## config.mk

```make
export PLATFORM = sky130hd
export DESIGN_NAME = led_driver_diag_status
export DESIGN_NICKNAME = d
export VERILOG_FILES = /design/src/led_diag_pkg.sv /design/src/chan_if.sv /design/src/led_driver_diag_status.sv /design/src/err_delay_timer.sv /design/src/chan_diag.sv
export SDC_FILE = /design/constraint.sdc
export NUM_CORES = 1
export LEC_CHECK = 0
export ABC_CLOCK_PERIOD_IN_PS = 2500
export BUFFER_PORTS_ARGS = -buffer_cell sky130_fd_sc_hd__buf_2
export CORE_ASPECT_RATIO = 0.8
export CORE_MARGIN = 8
export CORE_UTILIZATION = 45
export CTS_CLUSTER_SIZE = 20
export DETAILED_ROUTE_END_ITERATION = 7
export GPL_ROUTABILITY_DRIVEN = 0
export GPL_TIMING_DRIVEN = 0
export PLACE_DENSITY_LB_ADDON = 0.08
export SLEW_MARGIN = 5
export SYNTH_ARGS = -nofsm -noshare
export SYNTH_HDL_FRONTEND = slang
export SYNTH_SLANG_ARGS = --single-unit
export TNS_END_PERCENT = 5
```

## constraint.sdc

```tcl
create_clock -name mclk -period 2.5 [get_ports mclk]
set_input_delay 0.5 -clock mclk [delete_from_list [all_inputs] [get_ports mclk]]
set_output_delay 0.5 -clock mclk [all_outputs]
set_load 0.02 [all_outputs]
```

## src/led_diag_pkg.sv

```systemverilog
`default_nettype none
package led_diag_pkg;
  // register map, byte address carried in the 7-bit command field
  localparam logic [6:0] ADDR_FUNC_CTRL = 7'h00;
  localparam logic [6:0] ADDR_COPY_REQ = 7'h06;
  localparam logic [6:0] ADDR_DIE_TEMP = 7'h26;
  localparam logic [6:0] ADDR_DIAG_TWO = 7'h36;
  localparam logic [6:0] ADDR_DIAG_ONE = 7'h37;

  // diagnostic status one field positions
  localparam int DS_SUPPLY_GOOD = 7;
  localparam int DS_CMD_ERR = 6;
  localparam int DS_OVERTEMP = 5;
  localparam int DS_GATE_FAULT = 4;
  localparam int DS_GATE_GOOD = 3;
  localparam int DS_CH2_HIT = 1;
  localparam int DS_CH1_HIT = 0;

  // function control field positions and reset value
  localparam int FC_STATUS = 7;
  localparam int FC_CLEAR = 6;
  localparam int FC_DIM_EN2 = 2;
  localparam int FC_DIM_EN1 = 1;
  localparam logic [7:0] FUNC_CTRL_RESET = 8'h06;

  // diagnostic two: bit 6 is a reserved bit that reads as one
  localparam logic [7:0] DIAG_TWO_FIXED = 8'h40;

  // signed degree code limits of the die temperature register
  localparam logic [7:0] TEMP_CODE_MIN = 8'hD8;
  localparam logic [7:0] TEMP_CODE_MAX = 8'hAF;

  // serial frame layout: write flag, address, data; msb first
  localparam int FRAME_BITS = 16;
  localparam int CMD_WRITE_BIT = 15;
  localparam int CMD_ADDR_MSB = 14;
  localparam int CMD_ADDR_LSB = 8;

  // timing
  localparam int unsigned CLK_PERIOD_NS = 8;
  localparam int unsigned T_ERR_STARTUP_US = 1000;
  localparam int unsigned T_ERR_OPER_US = 100;
  localparam int unsigned T_LED_MEAS_US = 500;
  localparam int unsigned ERR_STARTUP_CYCLES =
    (T_ERR_STARTUP_US * 1000 + CLK_PERIOD_NS - 1) / CLK_PERIOD_NS;
  localparam int unsigned ERR_OPER_CYCLES =
    (T_ERR_OPER_US * 1000 + CLK_PERIOD_NS - 1) / CLK_PERIOD_NS;
  localparam int unsigned LED_MEAS_CYCLES =
    (T_LED_MEAS_US * 1000 + CLK_PERIOD_NS - 1) / CLK_PERIOD_NS;

  typedef enum logic {PHASE_STARTUP, PHASE_RUNNING} gate_phase_t;
endpackage
`default_nettype wire

```

## src/chan_if.sv

```systemverilog
`default_nettype none
interface chan_if;
  logic dim;
  logic reached;
  logic bootUv;
  logic lowHeadroom;
  logic switchToggling;
  logic supplyGood;
  logic gateDriverEn;
  logic copyReq;
  logic toggleClr;
  logic currentHit;
  logic toggled;
  logic rechargeReq;
  logic maintainEn;

  modport core (
    output dim, reached, bootUv, lowHeadroom, switchToggling,
    output supplyGood, gateDriverEn, copyReq, toggleClr,
    input currentHit, toggled, rechargeReq, maintainEn
  );
  modport lane (
    input dim, reached, bootUv, lowHeadroom, switchToggling,
    input supplyGood, gateDriverEn, copyReq, toggleClr,
    output currentHit, toggled, rechargeReq, maintainEn
  );
endinterface
`default_nettype wire

```

## src/led_driver_diag_status.sv

```systemverilog
// Functional notes
// temperature register reads signed degree code
// host uses overtemp flag for out-of-range codes
// recharge boot cap when switch idle
// charge compensation gated by driver, dim low, no boot undervoltage, no low headroom
// status layout: seven flags, bit 2 zero
// supply-good follows input above undervoltage threshold
// supply good lets gates switch per dim
// supply low stops gate supply and measuring
// fault needs supply good; measure needs both
// command error on bad write, read, count
// erroneous write discarded; host discards bad read
// writing status register clears command error
// after error answer status then second register
// overtemp shuts gate, faults if supply was good
// clear request clears overtemp and its fault
// gate supply fault after startup or running delay
// fault stops measuring and output current
// fault cleared by request, off mode, reset
// current-hit shows previous dimming cycle result
// clear request self-clears once errors cleared
// current-hit updates at dim fall or copy request
// all flags zero after reset
`default_nettype none
module led_driver_diag_status #(
  parameter int unsigned ERR_STARTUP_CYCLES = led_diag_pkg::ERR_STARTUP_CYCLES,
  parameter int unsigned ERR_OPER_CYCLES = led_diag_pkg::ERR_OPER_CYCLES,
  parameter int unsigned MEAS_CYCLES = led_diag_pkg::LED_MEAS_CYCLES
) (
  input wire logic mclk, // core clock, 125 MHz
  input wire logic resetn, // power-on reset, async, active low
  input wire logic spiClk, // serial clock from the host, sampled
  input wire logic spiSelN, // serial select, active low
  input wire logic spiMosi, // serial data from the host
  output logic spiMiso, // serial data to the host
  output logic spiMisoOe, // miso drive enable, high while selected
  input wire logic enableIn, // device enable, low means off mode
  input wire logic vinAboveUv, // input voltage above undervoltage threshold
  input wire logic dieOverTemp, // die above shutdown temperature
  input wire logic gateSupplyAtTarget, // gate supply regulated to target
  input wire logic [7:0] dieTempCode, // measured die temperature code
  input wire logic [1:0] dimIn, // per-channel dimming inputs
  input wire logic [1:0] currentReached, // per-channel target current reached
  input wire logic [1:0] bootUv, // per-channel bootstrap undervoltage
  input wire logic [1:0] lowHeadroom, // per-channel low headroom
  input wire logic [1:0] switchToggling, // per-channel switch node toggling
  output logic gateRegEn, // gate supply regulator enable
  output logic gateDriverEn, // gate driver enable
  output logic [1:0] gateSwitchEn, // per-channel gate switching and current
  output logic ledMeasureUpdate, // led voltage registers may update
  output logic [1:0] bootRechargeReq, // per-channel bootstrap recharge
  output logic [1:0] chargeMaintainEn // per-channel charge compensation
);
  localparam int TW = $clog2(ERR_STARTUP_CYCLES + 1);

  if (ERR_OPER_CYCLES < 2 || ERR_STARTUP_CYCLES < ERR_OPER_CYCLES) begin : g_bad_delay
    $error("error delays must be at least two and startup not below running");
  end

  // ---------------- serial port ----------------
  logic sclkPrev;
  logic selPrev;
  logic [3:0] bitCount;
  logic wordSeen;
  logic [15:0] rxShift;
  logic [15:0] cmdWord;
  logic [7:0] txFirst;
  logic [7:0] txSecond;
  logic misoBit;
  logic errShow;

  // ---------------- register state ----------------
  logic supplyGoodFlag;
  logic spiErr;
  logic overtempFlag;
  logic gateSupplyFault;
  logic gateSupplyGood;
  logic clrReq;
  logic [1:0] dimEnable;
  logic [1:0] copyReq;
  logic [7:0] dieTemp;
  led_diag_pkg::gate_phase_t phase;
  led_diag_pkg::gate_phase_t next_phase;

  logic [1:0] chCurrentHit;
  logic [1:0] chToggled;

  wire sclkRise = spiClk & ~sclkPrev & ~spiSelN;
  wire sclkFall = ~spiClk & sclkPrev & ~spiSelN;
  wire frameStart = ~spiSelN & selPrev;
  wire frameEnd = spiSelN & ~selPrev;
  wire [15:0] nextRx = {rxShift[14:0], spiMosi};
  wire [6:0] earlyAddr = nextRx[6:0];

  wire cmdWrite = cmdWord[led_diag_pkg::CMD_WRITE_BIT];
  wire [6:0] cmdAddr = cmdWord[led_diag_pkg::CMD_ADDR_MSB:led_diag_pkg::CMD_ADDR_LSB];
  wire [7:0] cmdData = cmdWord[7:0];

  wire hitFunc = (cmdAddr == led_diag_pkg::ADDR_FUNC_CTRL);
  wire hitCopy = (cmdAddr == led_diag_pkg::ADDR_COPY_REQ);
  wire hitTemp = (cmdAddr == led_diag_pkg::ADDR_DIE_TEMP);
  wire hitDiagTwo = (cmdAddr == led_diag_pkg::ADDR_DIAG_TWO);
  wire hitDiagOne = (cmdAddr == led_diag_pkg::ADDR_DIAG_ONE);
  wire addrWritable = hitFunc | hitCopy | hitDiagTwo | hitDiagOne;
  wire addrKnown = addrWritable | hitTemp;

  // a select with no clocks at all is ignored rather than flagged
  wire countBad = (bitCount != 4'h0);
  wire badAccess = wordSeen & (cmdWrite ? ~addrWritable : ~addrKnown);
  wire frameErr = frameEnd & (countBad | badAccess);
  // only clean whole-word writes reach the registers
  wire wrStrobe = frameEnd & wordSeen & ~countBad & cmdWrite & addrWritable;
  wire wrFunc = wrStrobe & hitFunc;
  wire wrCopy = wrStrobe & hitCopy;
  wire wrDiagTwo = wrStrobe & hitDiagTwo;
  wire wrDiagOne = wrStrobe & hitDiagOne;

  // ---------------- register images ----------------
  logic [7:0] diagOne;
  always_comb begin
    diagOne = 8'h00;
    diagOne[led_diag_pkg::DS_SUPPLY_GOOD] = supplyGoodFlag;
    diagOne[led_diag_pkg::DS_CMD_ERR] = spiErr;
    diagOne[led_diag_pkg::DS_OVERTEMP] = overtempFlag;
    diagOne[led_diag_pkg::DS_GATE_FAULT] = gateSupplyFault;
    diagOne[led_diag_pkg::DS_GATE_GOOD] = gateSupplyGood;
    diagOne[led_diag_pkg::DS_CH2_HIT] = chCurrentHit[1];
    diagOne[led_diag_pkg::DS_CH1_HIT] = chCurrentHit[0];
  end

  logic [7:0] funcCtrl;
  always_comb begin
    funcCtrl = 8'h00;
    funcCtrl[led_diag_pkg::FC_STATUS] = 1'b1;
    funcCtrl[led_diag_pkg::FC_CLEAR] = clrReq;
    funcCtrl[led_diag_pkg::FC_DIM_EN2] = dimEnable[1];
    funcCtrl[led_diag_pkg::FC_DIM_EN1] = dimEnable[0];
  end

  wire [7:0] diagTwo = led_diag_pkg::DIAG_TWO_FIXED | {6'h00, chToggled};

  logic [7:0] readData;
  always_comb begin
    case (earlyAddr)
      led_diag_pkg::ADDR_FUNC_CTRL: readData = funcCtrl;
      led_diag_pkg::ADDR_COPY_REQ: readData = {6'h00, copyReq};
      led_diag_pkg::ADDR_DIE_TEMP: readData = dieTemp;
      led_diag_pkg::ADDR_DIAG_TWO: readData = diagTwo;
      led_diag_pkg::ADDR_DIAG_ONE: readData = diagOne;
      default: readData = diagOne;
    endcase
  end

  // ---------------- serial shifting ----------------
  always_ff @(posedge mclk or negedge resetn) begin
    if (!resetn) begin
      sclkPrev <= 1'b0;
      selPrev <= 1'b1;
    end else begin
      sclkPrev <= spiClk;
      selPrev <= spiSelN;
    end
  end

  always_ff @(posedge mclk or negedge resetn) begin
    if (!resetn) begin
      bitCount <= 4'h0;
      wordSeen <= 1'b0;
      rxShift <= 16'h0000;
      cmdWord <= 16'h0000;
    end else if (frameStart) begin
      bitCount <= 4'h0;
      wordSeen <= 1'b0;
    end else if (sclkRise) begin
      rxShift <= nextRx;
      bitCount <= bitCount + 4'h1;
      if (bitCount == 4'hF) begin
        cmdWord <= nextRx;
        wordSeen <= 1'b1;
      end
    end
  end

  // first byte is always the status image, second the addressed data, or diagnostic two after an error
  always_ff @(posedge mclk or negedge resetn) begin
    if (!resetn) begin
      txFirst <= 8'h00;
      txSecond <= 8'h00;
      misoBit <= 1'b0;
    end else if (frameStart) begin
      txFirst <= diagOne;
      misoBit <= diagOne[7];
    end else if (sclkRise && bitCount == 4'h7) begin
      txSecond <= errShow ? diagTwo : readData;
    end else if (sclkFall) begin
      misoBit <= bitCount[3] ? txSecond[~bitCount[2:0]] : txFirst[~bitCount[2:0]];
    end
  end

  // error answer is owed to the next access only, then dropped
  always_ff @(posedge mclk or negedge resetn) begin
    if (!resetn) begin
      errShow <= 1'b0;
    end else begin
      errShow <= frameErr | (errShow & ~(sclkRise && bitCount == 4'h7));
    end
  end

  assign spiMiso = misoBit;
  assign spiMisoOe = ~spiSelN;

  // ---------------- control registers ----------------
  wire anyErr = overtempFlag | gateSupplyFault;
  wire clearNow = clrReq & anyErr;

  always_ff @(posedge mclk or negedge resetn) begin
    if (!resetn) begin
      clrReq <= 1'b0;
      dimEnable <= led_diag_pkg::FUNC_CTRL_RESET[led_diag_pkg::FC_DIM_EN2:led_diag_pkg::FC_DIM_EN1];
    end else if (wrFunc) begin
      clrReq <= cmdData[led_diag_pkg::FC_CLEAR];
      dimEnable <= cmdData[led_diag_pkg::FC_DIM_EN2:led_diag_pkg::FC_DIM_EN1];
    end else if (clearNow) begin
      clrReq <= 1'b0;
    end
  end

  // copy requests live for one cycle, which is the whole update
  always_ff @(posedge mclk or negedge resetn) begin
    if (!resetn) begin
      copyReq <= 2'h0;
    end else begin
      copyReq <= wrCopy ? cmdData[1:0] : 2'h0;
    end
  end

  always_ff @(posedge mclk or negedge resetn) begin
    if (!resetn) begin
      dieTemp <= 8'h00;
    end else begin
      dieTemp <= dieTempCode;
    end
  end

  always_ff @(posedge mclk or negedge resetn) begin
    if (!resetn) begin
      spiErr <= 1'b0;
    end else begin
      spiErr <= frameErr | (spiErr & ~wrDiagOne);
    end
  end

  // ---------------- supply and fault flags ----------------
  wire otSet = dieOverTemp & ~overtempFlag;
  wire faultByOt = otSet & gateSupplyGood & supplyGoodFlag & enableIn;
  wire faultByTimer;
  wire [TW-1:0] errLimit = (phase == led_diag_pkg::PHASE_RUNNING) ?
                           TW'(ERR_OPER_CYCLES) : TW'(ERR_STARTUP_CYCLES);

  assign gateRegEn = enableIn & supplyGoodFlag & ~gateSupplyFault & ~overtempFlag;
  assign gateDriverEn = gateRegEn & gateSupplyGood;
  assign gateSwitchEn = {2{gateDriverEn}} & dimIn & dimEnable;
  assign ledMeasureUpdate = supplyGoodFlag & gateSupplyGood & ~gateSupplyFault;

  err_delay_timer #(
    .WIDTH(TW)
  ) u_err_delay (
    .mclk(mclk),
    .resetn(resetn),
    .run(gateRegEn & ~gateSupplyAtTarget),
    .limit(errLimit),
    .expired(faultByTimer)
  );

  always_comb begin
    case (phase)
      led_diag_pkg::PHASE_STARTUP:
        next_phase = (gateRegEn & gateSupplyGood) ? led_diag_pkg::PHASE_RUNNING : phase;
      led_diag_pkg::PHASE_RUNNING:
        next_phase = gateRegEn ? phase : led_diag_pkg::PHASE_STARTUP;
      default:
        next_phase = led_diag_pkg::PHASE_STARTUP;
    endcase
  end

  always_ff @(posedge mclk or negedge resetn) begin
    if (!resetn) begin
      phase <= led_diag_pkg::PHASE_STARTUP;
      supplyGoodFlag <= 1'b0;
      overtempFlag <= 1'b0;
      gateSupplyGood <= 1'b0;
      gateSupplyFault <= 1'b0;
    end else begin
      phase <= next_phase;
      supplyGoodFlag <= vinAboveUv;
      overtempFlag <= dieOverTemp | (overtempFlag & ~clearNow);
      gateSupplyGood <= gateRegEn & gateSupplyAtTarget & ~dieOverTemp;
      // a fault raised now beats a clear in the same cycle
      gateSupplyFault <= faultByOt | faultByTimer |
                         (gateSupplyFault & ~clearNow & enableIn);
    end
  end

  // ---------------- channels ----------------
  chan_if chLink [2] ();

  for (genvar i = 0; i < 2; i++) begin : g_chan
    assign chLink[i].dim = dimIn[i];
    assign chLink[i].reached = currentReached[i];
    assign chLink[i].bootUv = bootUv[i];
    assign chLink[i].lowHeadroom = lowHeadroom[i];
    assign chLink[i].switchToggling = switchToggling[i];
    assign chLink[i].supplyGood = supplyGoodFlag;
    assign chLink[i].gateDriverEn = gateDriverEn;
    assign chLink[i].copyReq = copyReq[i];
    assign chLink[i].toggleClr = wrDiagTwo;
    assign chCurrentHit[i] = chLink[i].currentHit;
    assign chToggled[i] = chLink[i].toggled;
    assign bootRechargeReq[i] = chLink[i].rechargeReq;
    assign chargeMaintainEn[i] = chLink[i].maintainEn;

    chan_diag #(
      .MEAS_CYCLES(MEAS_CYCLES)
    ) u_chan (
      .mclk(mclk),
      .resetn(resetn),
      .ch(chLink[i])
    );
  end
endmodule
`default_nettype wire

```

## src/err_delay_timer.sv

```systemverilog
`default_nettype none
module err_delay_timer #(
  parameter int WIDTH = 17
) (
  input wire logic mclk, // core clock
  input wire logic resetn, // async reset, active low
  input wire logic run, // count while high, restart when low
  input wire logic [WIDTH-1:0] limit, // cycles until expiry
  output logic expired // high in the cycle the limit is reached
);
  logic [WIDTH-1:0] count;

  if (WIDTH < 2) begin : g_bad_width
    $error("err_delay_timer WIDTH too small");
  end

  wire atLimit = (count == limit - WIDTH'(1));
  assign expired = run & atLimit;

  always_ff @(posedge mclk or negedge resetn) begin
    if (!resetn) begin
      count <= '0;
    end else if (!run || atLimit) begin
      count <= '0;
    end else begin
      count <= count + WIDTH'(1);
    end
  end
endmodule
`default_nettype wire

```

## src/chan_diag.sv

```systemverilog
`default_nettype none
module chan_diag #(
  parameter int unsigned MEAS_CYCLES = led_diag_pkg::LED_MEAS_CYCLES
) (
  input wire logic mclk, // core clock
  input wire logic resetn, // async reset, active low
  chan_if.lane ch // per-channel signals to and from the core
);
  localparam int MW = $clog2(MEAS_CYCLES + 1);
  localparam logic [MW-1:0] MEAS_LIMIT = MW'(MEAS_CYCLES);

  if (MEAS_CYCLES < 1) begin : g_bad_meas
    $error("chan_diag MEAS_CYCLES must be at least one");
  end

  logic dimPrev;
  logic dimValid;
  logic cycleHit;
  logic [MW-1:0] lowCount;

  // no edge until dim has been sampled once, so a high idle level is no toggle
  wire dimFall = dimValid & dimPrev & ~ch.dim;
  wire dimEdge = dimValid & (dimPrev ^ ch.dim);
  wire lowLong = (lowCount == MEAS_LIMIT);
  // cycle flag: a new hit beats a simultaneous clear
  wire next_cycleHit = ch.reached | (cycleHit & ~(dimFall | ch.copyReq | ~ch.supplyGood));
  wire next_rechargeReq = ~ch.switchToggling & (lowLong | (ch.dim & ~cycleHit));
  wire next_maintainEn = ch.gateDriverEn & ~ch.dim & ~ch.bootUv & ~ch.lowHeadroom;

  always_ff @(posedge mclk or negedge resetn) begin
    if (!resetn) begin
      dimPrev <= 1'b0;
      dimValid <= 1'b0;
      cycleHit <= 1'b0;
      lowCount <= '0;
      ch.rechargeReq <= 1'b0;
      ch.maintainEn <= 1'b0;
    end else begin
      dimPrev <= ch.dim;
      dimValid <= 1'b1;
      cycleHit <= next_cycleHit;
      lowCount <= ch.dim ? '0 : (lowLong ? lowCount : lowCount + MW'(1));
      ch.rechargeReq <= next_rechargeReq;
      ch.maintainEn <= next_maintainEn;
    end
  end

  // previous-cycle result captured before the cycle flag is cleared
  always_ff @(posedge mclk or negedge resetn) begin
    if (!resetn) begin
      ch.currentHit <= 1'b0;
    end else if (!ch.supplyGood || ch.lowHeadroom) begin
      ch.currentHit <= 1'b0;
    end else if (dimFall || ch.copyReq) begin
      ch.currentHit <= cycleHit;
    end
  end

  always_ff @(posedge mclk or negedge resetn) begin
    if (!resetn) begin
      ch.toggled <= 1'b0;
    end else begin
      ch.toggled <= dimEdge | (ch.toggled & ~ch.toggleClr);
    end
  end
endmodule
`default_nettype wire

```

### Yosys cells after proc, flatten, opt, wreduce, memory -nomap -nowiden

Cells that the tools add are included.

| storage, ports and cells | value |
|---|---|
| output and inout bits | 11 |
| bits in registers | 136 |

| cells by class | value |
|---|---|
| bitwise operators | 112 |
| muxes and demuxes | 32 |
| $lt $le $gt $ge | 1 |
| reductions and logical operators | 22 |
| add/sub/neg operators | 5 |
| equal/unequal tests | 15 |

Operator list:

| operator | count |
|---|---|
| 2-to-1 mux 16 bit | 4 |
| bitwise AND 1 bit | 56 |
| equality test 7 x 6 -> 1 bit (second input constant) | 5 |
| 2-to-1 mux 17 bit | 2 |
| adder 16 x 1 -> 16 bit (second input constant) | 2 |
| equality test 16 bit (second input constant) | 2 |
| case mux 8 bit (4 select lines) | 1 |
| NOT 1 bit | 30 |
| bitwise OR 1 bit | 21 |
| 2-to-1 mux 1 bit | 18 |
| adder 17 x 1 -> 17 bit (second input constant) | 1 |
| equality test 17 bit | 1 |
| subtractor 17 x 1 -> 17 bit (second input constant) | 1 |
| equality test 7 x 3 -> 1 bit (second input constant) | 2 |
| logical NOT 7 bit | 2 |
| nonzero test 2 bit | 6 |
| 2-to-1 mux 4 bit | 2 |
| 2-to-1 mux 8 bit | 1 |
| AND reduction 2 bit | 4 |
| binary-select mux 1 bit (select 3 bit) | 2 |
| inequality test 2 bit (second input constant) | 3 |
| logical OR 1 bit | 5 |
| adder 4 x 1 -> 4 bit (second input constant) | 1 |
| bitwise AND 2 bit | 2 |
| other kinds (11) | 13 |

### Logic depth before layout (Yosys ltp)

| depth | value |
|---|---|
| depth after elaboration | 11 |
| depth in mapped cells | 8 |

### Modules after synthesis

Synthesis repeated with hierarchy kept, for this count alone.

| unflattened totals | value |
|---|---|
| cell total of the unflattened synthesis | 667 |
| area, all modules | 6887.9 µm² |

By module, submodules not included:

| module | instances | cells each | area each (µm²) |
|---|---|---|---|
| led_driver_diag_status | 1 | 273 | 3155.5 |
| chan_diag | 2 | 117 | 1173.6 |
| err_delay_timer | 1 | 160 | 1385.1 |

### Worst setup path after synthesis

No wires, ideal clock.

| timing | value |
|---|---|
| path kind | flip-flop to output port |
| start point | register supplyGoodFlag, in the netlist chLink[0].supplyGood |
| end point | output gateSwitchEn[0] |
| slack | 0.494 ns |
| cell stages (with the launch flop) | 6 |
| data arrival time | 1.506 ns |
| buffers on the path | 1 |
| path through | dfrtp_1 -> clkbuf_1 -> and4bb_1 -> nand2_1 -> inv_1 -> and3_1 |

| between the ends | value |
|---|---|
| longest elaborated chain between the ends | 6 |

RTL lines:

| element | RTL line | RTL |
|---|---|---|
| start: declaration | led_driver_diag_status.sv:73 | `logic supplyGoodFlag;` |
| start signal: assignment | led_driver_diag_status.sv:295 | `supplyGoodFlag <= vinAboveUv;` |
| bitwise AND 1 bit (3 in series) | led_driver_diag_status.sv:260 | `assign gateRegEn = enableIn & supplyGoodFlag & ~gateSupplyFault & ~overtempFlag;` |
| named net gateRegEn | led_driver_diag_status.sv:47 | `output logic gateRegEn,` |
| bitwise AND 1 bit | led_driver_diag_status.sv:261 | `assign gateDriverEn = gateRegEn & gateSupplyGood;` |
| named net gateDriverEn | led_driver_diag_status.sv:48 | `output logic gateDriverEn,` |
| bitwise AND 2 bit (2 in series) | led_driver_diag_status.sv:262 | `assign gateSwitchEn = {2{gateDriverEn}} & dimIn & dimEnable;` |
| end: declaration | led_driver_diag_status.sv:49 | `output logic [1:0] gateSwitchEn,` |

The timed path passes the listed nets, and every way through them passes these cells.

### Worst setup path after layout

| timing | value |
|---|---|
| start point | register overtempFlag |
| end point | output gateSwitchEn[1] |

| between the ends | value |
|---|---|
| longest elaborated chain between the ends | 5 |

RTL lines:

| element | RTL line | RTL |
|---|---|---|
| start: declaration | led_driver_diag_status.sv:75 | `logic overtempFlag;` |
| start signal: assignment | led_driver_diag_status.sv:296 | `overtempFlag <= dieOverTemp \| (overtempFlag & ~clearNow);` |
| NOT 1 bit | led_driver_diag_status.sv:260 |  |
| bitwise AND 1 bit | led_driver_diag_status.sv:260 |  |
| bitwise AND 1 bit | led_driver_diag_status.sv:261 |  |
| bitwise AND 2 bit (2 in series) | led_driver_diag_status.sv:262 |  |

No other way between the ends.

==> impl_metrics.json <==
{
  "syn_to_final_growth_pct": 18.37,
  "syn_nets": 595,
  "antenna_cells": 0,
  "overflow": 0,
  "post_dp_cell_area_um2": 6457,
  "syn_inst": 561,
  "report.final.slew_viol_count": 0,
  "yosys_register_bits": 132,
  "cts_made_buffers": 17,
  "max_freq_ghz": 0.4212,
  "crit_cells": 5,
  "setup_viol_count_final": 0,
  "most-common-layout-cells": "dfrtp_1 (127), nor2_1 (63), nand2_1 (57)",
  "ys_types": 55,
  "clockRootBuffer": "clkbuf_16",
  "grt_max_degree": 84,
  "rr_worst_depth": 6,
  "clockBufferDepth": 2,
  "hold_viol": 0,
  "grt_pass1_wl_um": 22140,
  "slew_headroom": 0.5532,
  "clk_latency_ns": 0.41,
  "avgSynthCellArea_um2": 10.73,
  "cp_slowest_cell": "dfrtp_2",
  "critical_path_class": "flip-flop to output port",
  "die-area_um2": 17360,
  "synthFlopType": "dfrtp_1",
  "post-route-period-util": 0.9498,
  "rsz0062_at_grt": "false",
  "avgRoutedWirePerCell_um": 16.11,
  "cp.arrival_ns": 1.87,
  "fill_cells": 1148,
  "min_path_type": "primary input to asynchronous set/reset pin",
  "drtAntennaViolNets": 0,
  "ir_drop_uv": 557.3,
  "tightest_slew_ns": 0.6650,
  "vias_per_cell": 5.233,
  "path_buf_inv": 2,
  "endpoint_kind": "output port",
  "syn-cell-area_um2": 6020,
  "fin_area_um2": 7126,
  "route.vias.total": 4218,
  "worstPathRequired_ns": 2.00,
  "core_area_um2": 12960,
  "initial_core_util": 0.4644,
  "skew_ns": 0.008177,
  "yosysWarnings": 0,
  "htreeDepth": 4,
  "path_cells": "and4bb_2 > nand2_1 > inv_2 > and3_1 > buf_2",
  "row_count": 37,
  "slowest_delay_ns": 0.46,
  "nets": 652,
  "die_h_um": 119.4,
  "cts_tree": "built",
  "ys_seq_area_frac": 0.5494,
  "hpwl_um": 9251,
  "clkSlewWorstSetupHoldPaths_ns": 0.06,
  "num_io_pins": 38,
  "dr.pass1.iters": 4,
  "powerDensity_nw_per_um2": 763.0,
  "maxCapViolCount": 0,
  "period_minus_slack_ns": 2.374,
  "synth_edf_count": 0,
  "grt_antenna_before_repair": 0,
  "crit_fanout": 6,
  "async_reset_ff_frac": 1.000,
  "crit_family": "simple AND/OR/NAND/NOR gates",
  "mostFrequentLayoutCell": "dfrtp_1",
  "power_w": 0.005436,
  "portBuffers": 37,
  "drc": 0,
  "drt_wl_total_um": 12980,
  "track_usage": 0.1579,
  "cts.sinks": 132,
  "drive_gt1_frac": 0.1886,
  "worstSetupStartpointType": "flip-flop",
  "leakage_nw": 3.268,
  "die_w_um": 145.3,
  "drt_iter0_drc": 255,
  "grt_pass1_vias": 4293,
  "status": "complete, no violations"
}
[registers in the layout, indices dropped and copies added (netlist names), 4 cells and up]
| register | count |
|---|---|
| rxShift | 15 |
| cmdWord | 12 |
| bitCount | 4 |
| dieTemp | 8 |
| g_chan.u_chan.lowCount | 32 |
| u_err_delay.count | 17 |
| txFirst | 7 |
| txSecond | 8 |
[final timing paths]
| kind | start | slack (ns) | endpoint |
|---|---|---|---|
| hold / removal | resetn | 0.03 | g_chan[0].u_chan.lowCount[15] |
| min in group mclk | dieTempCode[3] | 0.19 | dieTemp[3] |
| max in group asynchronous | resetn | 1.70 | dimEnable[1] |
| setup reg to reg | selPrev | 0.29 | rxShift[10] |
| setup / recovery | overtempFlag | 0.13 | gateSwitchEn[1] |
| hold reg to reg | u_err_delay.count[0] | 0.48 | u_err_delay.count[0] |
[where the power goes]
part           internal (W)  switching (W)
clock network       0.00188       0.000887
logic              0.000149       0.000213
registers           0.00223      0.0000800
total               0.00426        0.00118
[metrics by stage]
step	util	cells	hold WS, ns	setup TNS, ns	worst slack [ns]
finish	0.5497	806	0.02516	0	0.1256
global route	0.5497	806	0.04833	0	0.02693
CTS	0.5496	806	0.03700	0	0.05054
detailed placement	0.4982	774	0.4636	0	0.06294
global placement	0.4956	773	0.4600	-104.35	-0.8194
floorplan	-	561	0.2044	0	0.4938
[logic make-up after synthesis]
group / after synthesis / share of synthesized area
flops: 132 / 0.5494
compound gates: 60 / 0.06382
simple gates: 235 / 0.2020
other cells: 1 / 0.0006230
fa+ha+maj: 7 / 0.01455
mux: 39 / 0.07545
xor+xnor: 44 / 0.06402
buf+inv: 43 / 0.03014
[metal layers]
layer / up-vias / share of wire / track usage
met5: - / 0 / 0
met4: 0 / 0.016 / 0.04348
met3: 17 / 0.051 / 0.05297
met2: 75 / 0.42 / 0.2209
met1: 2060 / 0.51 / 0.2276
li1: 2066 / - / -
[timing repair]
action	4_1_cts	5_1_grt
setup endpoints to repair	3	2
gates cloned	0	0
gates resized for setup	2	2
hold buffers	0	0
pin swaps	1	0
setup buffers	1	0
[area by class of cell]
type | count | area [um^2] | share of cell area
inverter | 18 | 67.56 | 0.009482
clock inverter | 8 | 170.2 | 0.02388
buffer | 24 | 110.1 | 0.01545
timing repair buffer | 39 | 226.5 | 0.03178
tap | 175 | 219.0 | 0.03073
multi-input combinational | 386 | 2531 | 0.3552
clock buffer | 24 | 491.7 | 0.06901
sequential | 132 | 3309 | 0.4644
[synth_stat cells, types with 5 or more instances]
| master | count | area (um^2) |
|---|---|---|
| a21oi_1 | 11 | 55.05 |
| a31oi_1 | 6 | 37.54 |
| and2_1 | 5 | 31.28 |
| and3_1 | 10 | 62.56 |
| and4_1 | 6 | 52.55 |
| clkbuf_1 | 16 | 60.06 |
| dfrtp_1 | 129 | 3228 |
| ha_1 | 7 | 87.58 |
| inv_1 | 18 | 67.56 |
| mux2_2 | 31 | 349.1 |
| mux2i_1 | 6 | 60.06 |
| nand2_1 | 57 | 214.0 |
| nand2b_1 | 7 | 43.79 |
| nand3_1 | 20 | 100.1 |
| nand4_1 | 18 | 112.6 |
| nand4b_1 | 6 | 52.55 |
| nor2_1 | 63 | 236.5 |
| nor2b_1 | 6 | 37.54 |
| nor3_1 | 8 | 40.04 |
| nor4_1 | 7 | 43.79 |
| o21ai_0 | 17 | 85.08 |
| xnor2_1 | 9 | 78.83 |
| xor2_1 | 35 | 306.5 |
No activity file was read; power rests on OpenSTA's default activity.
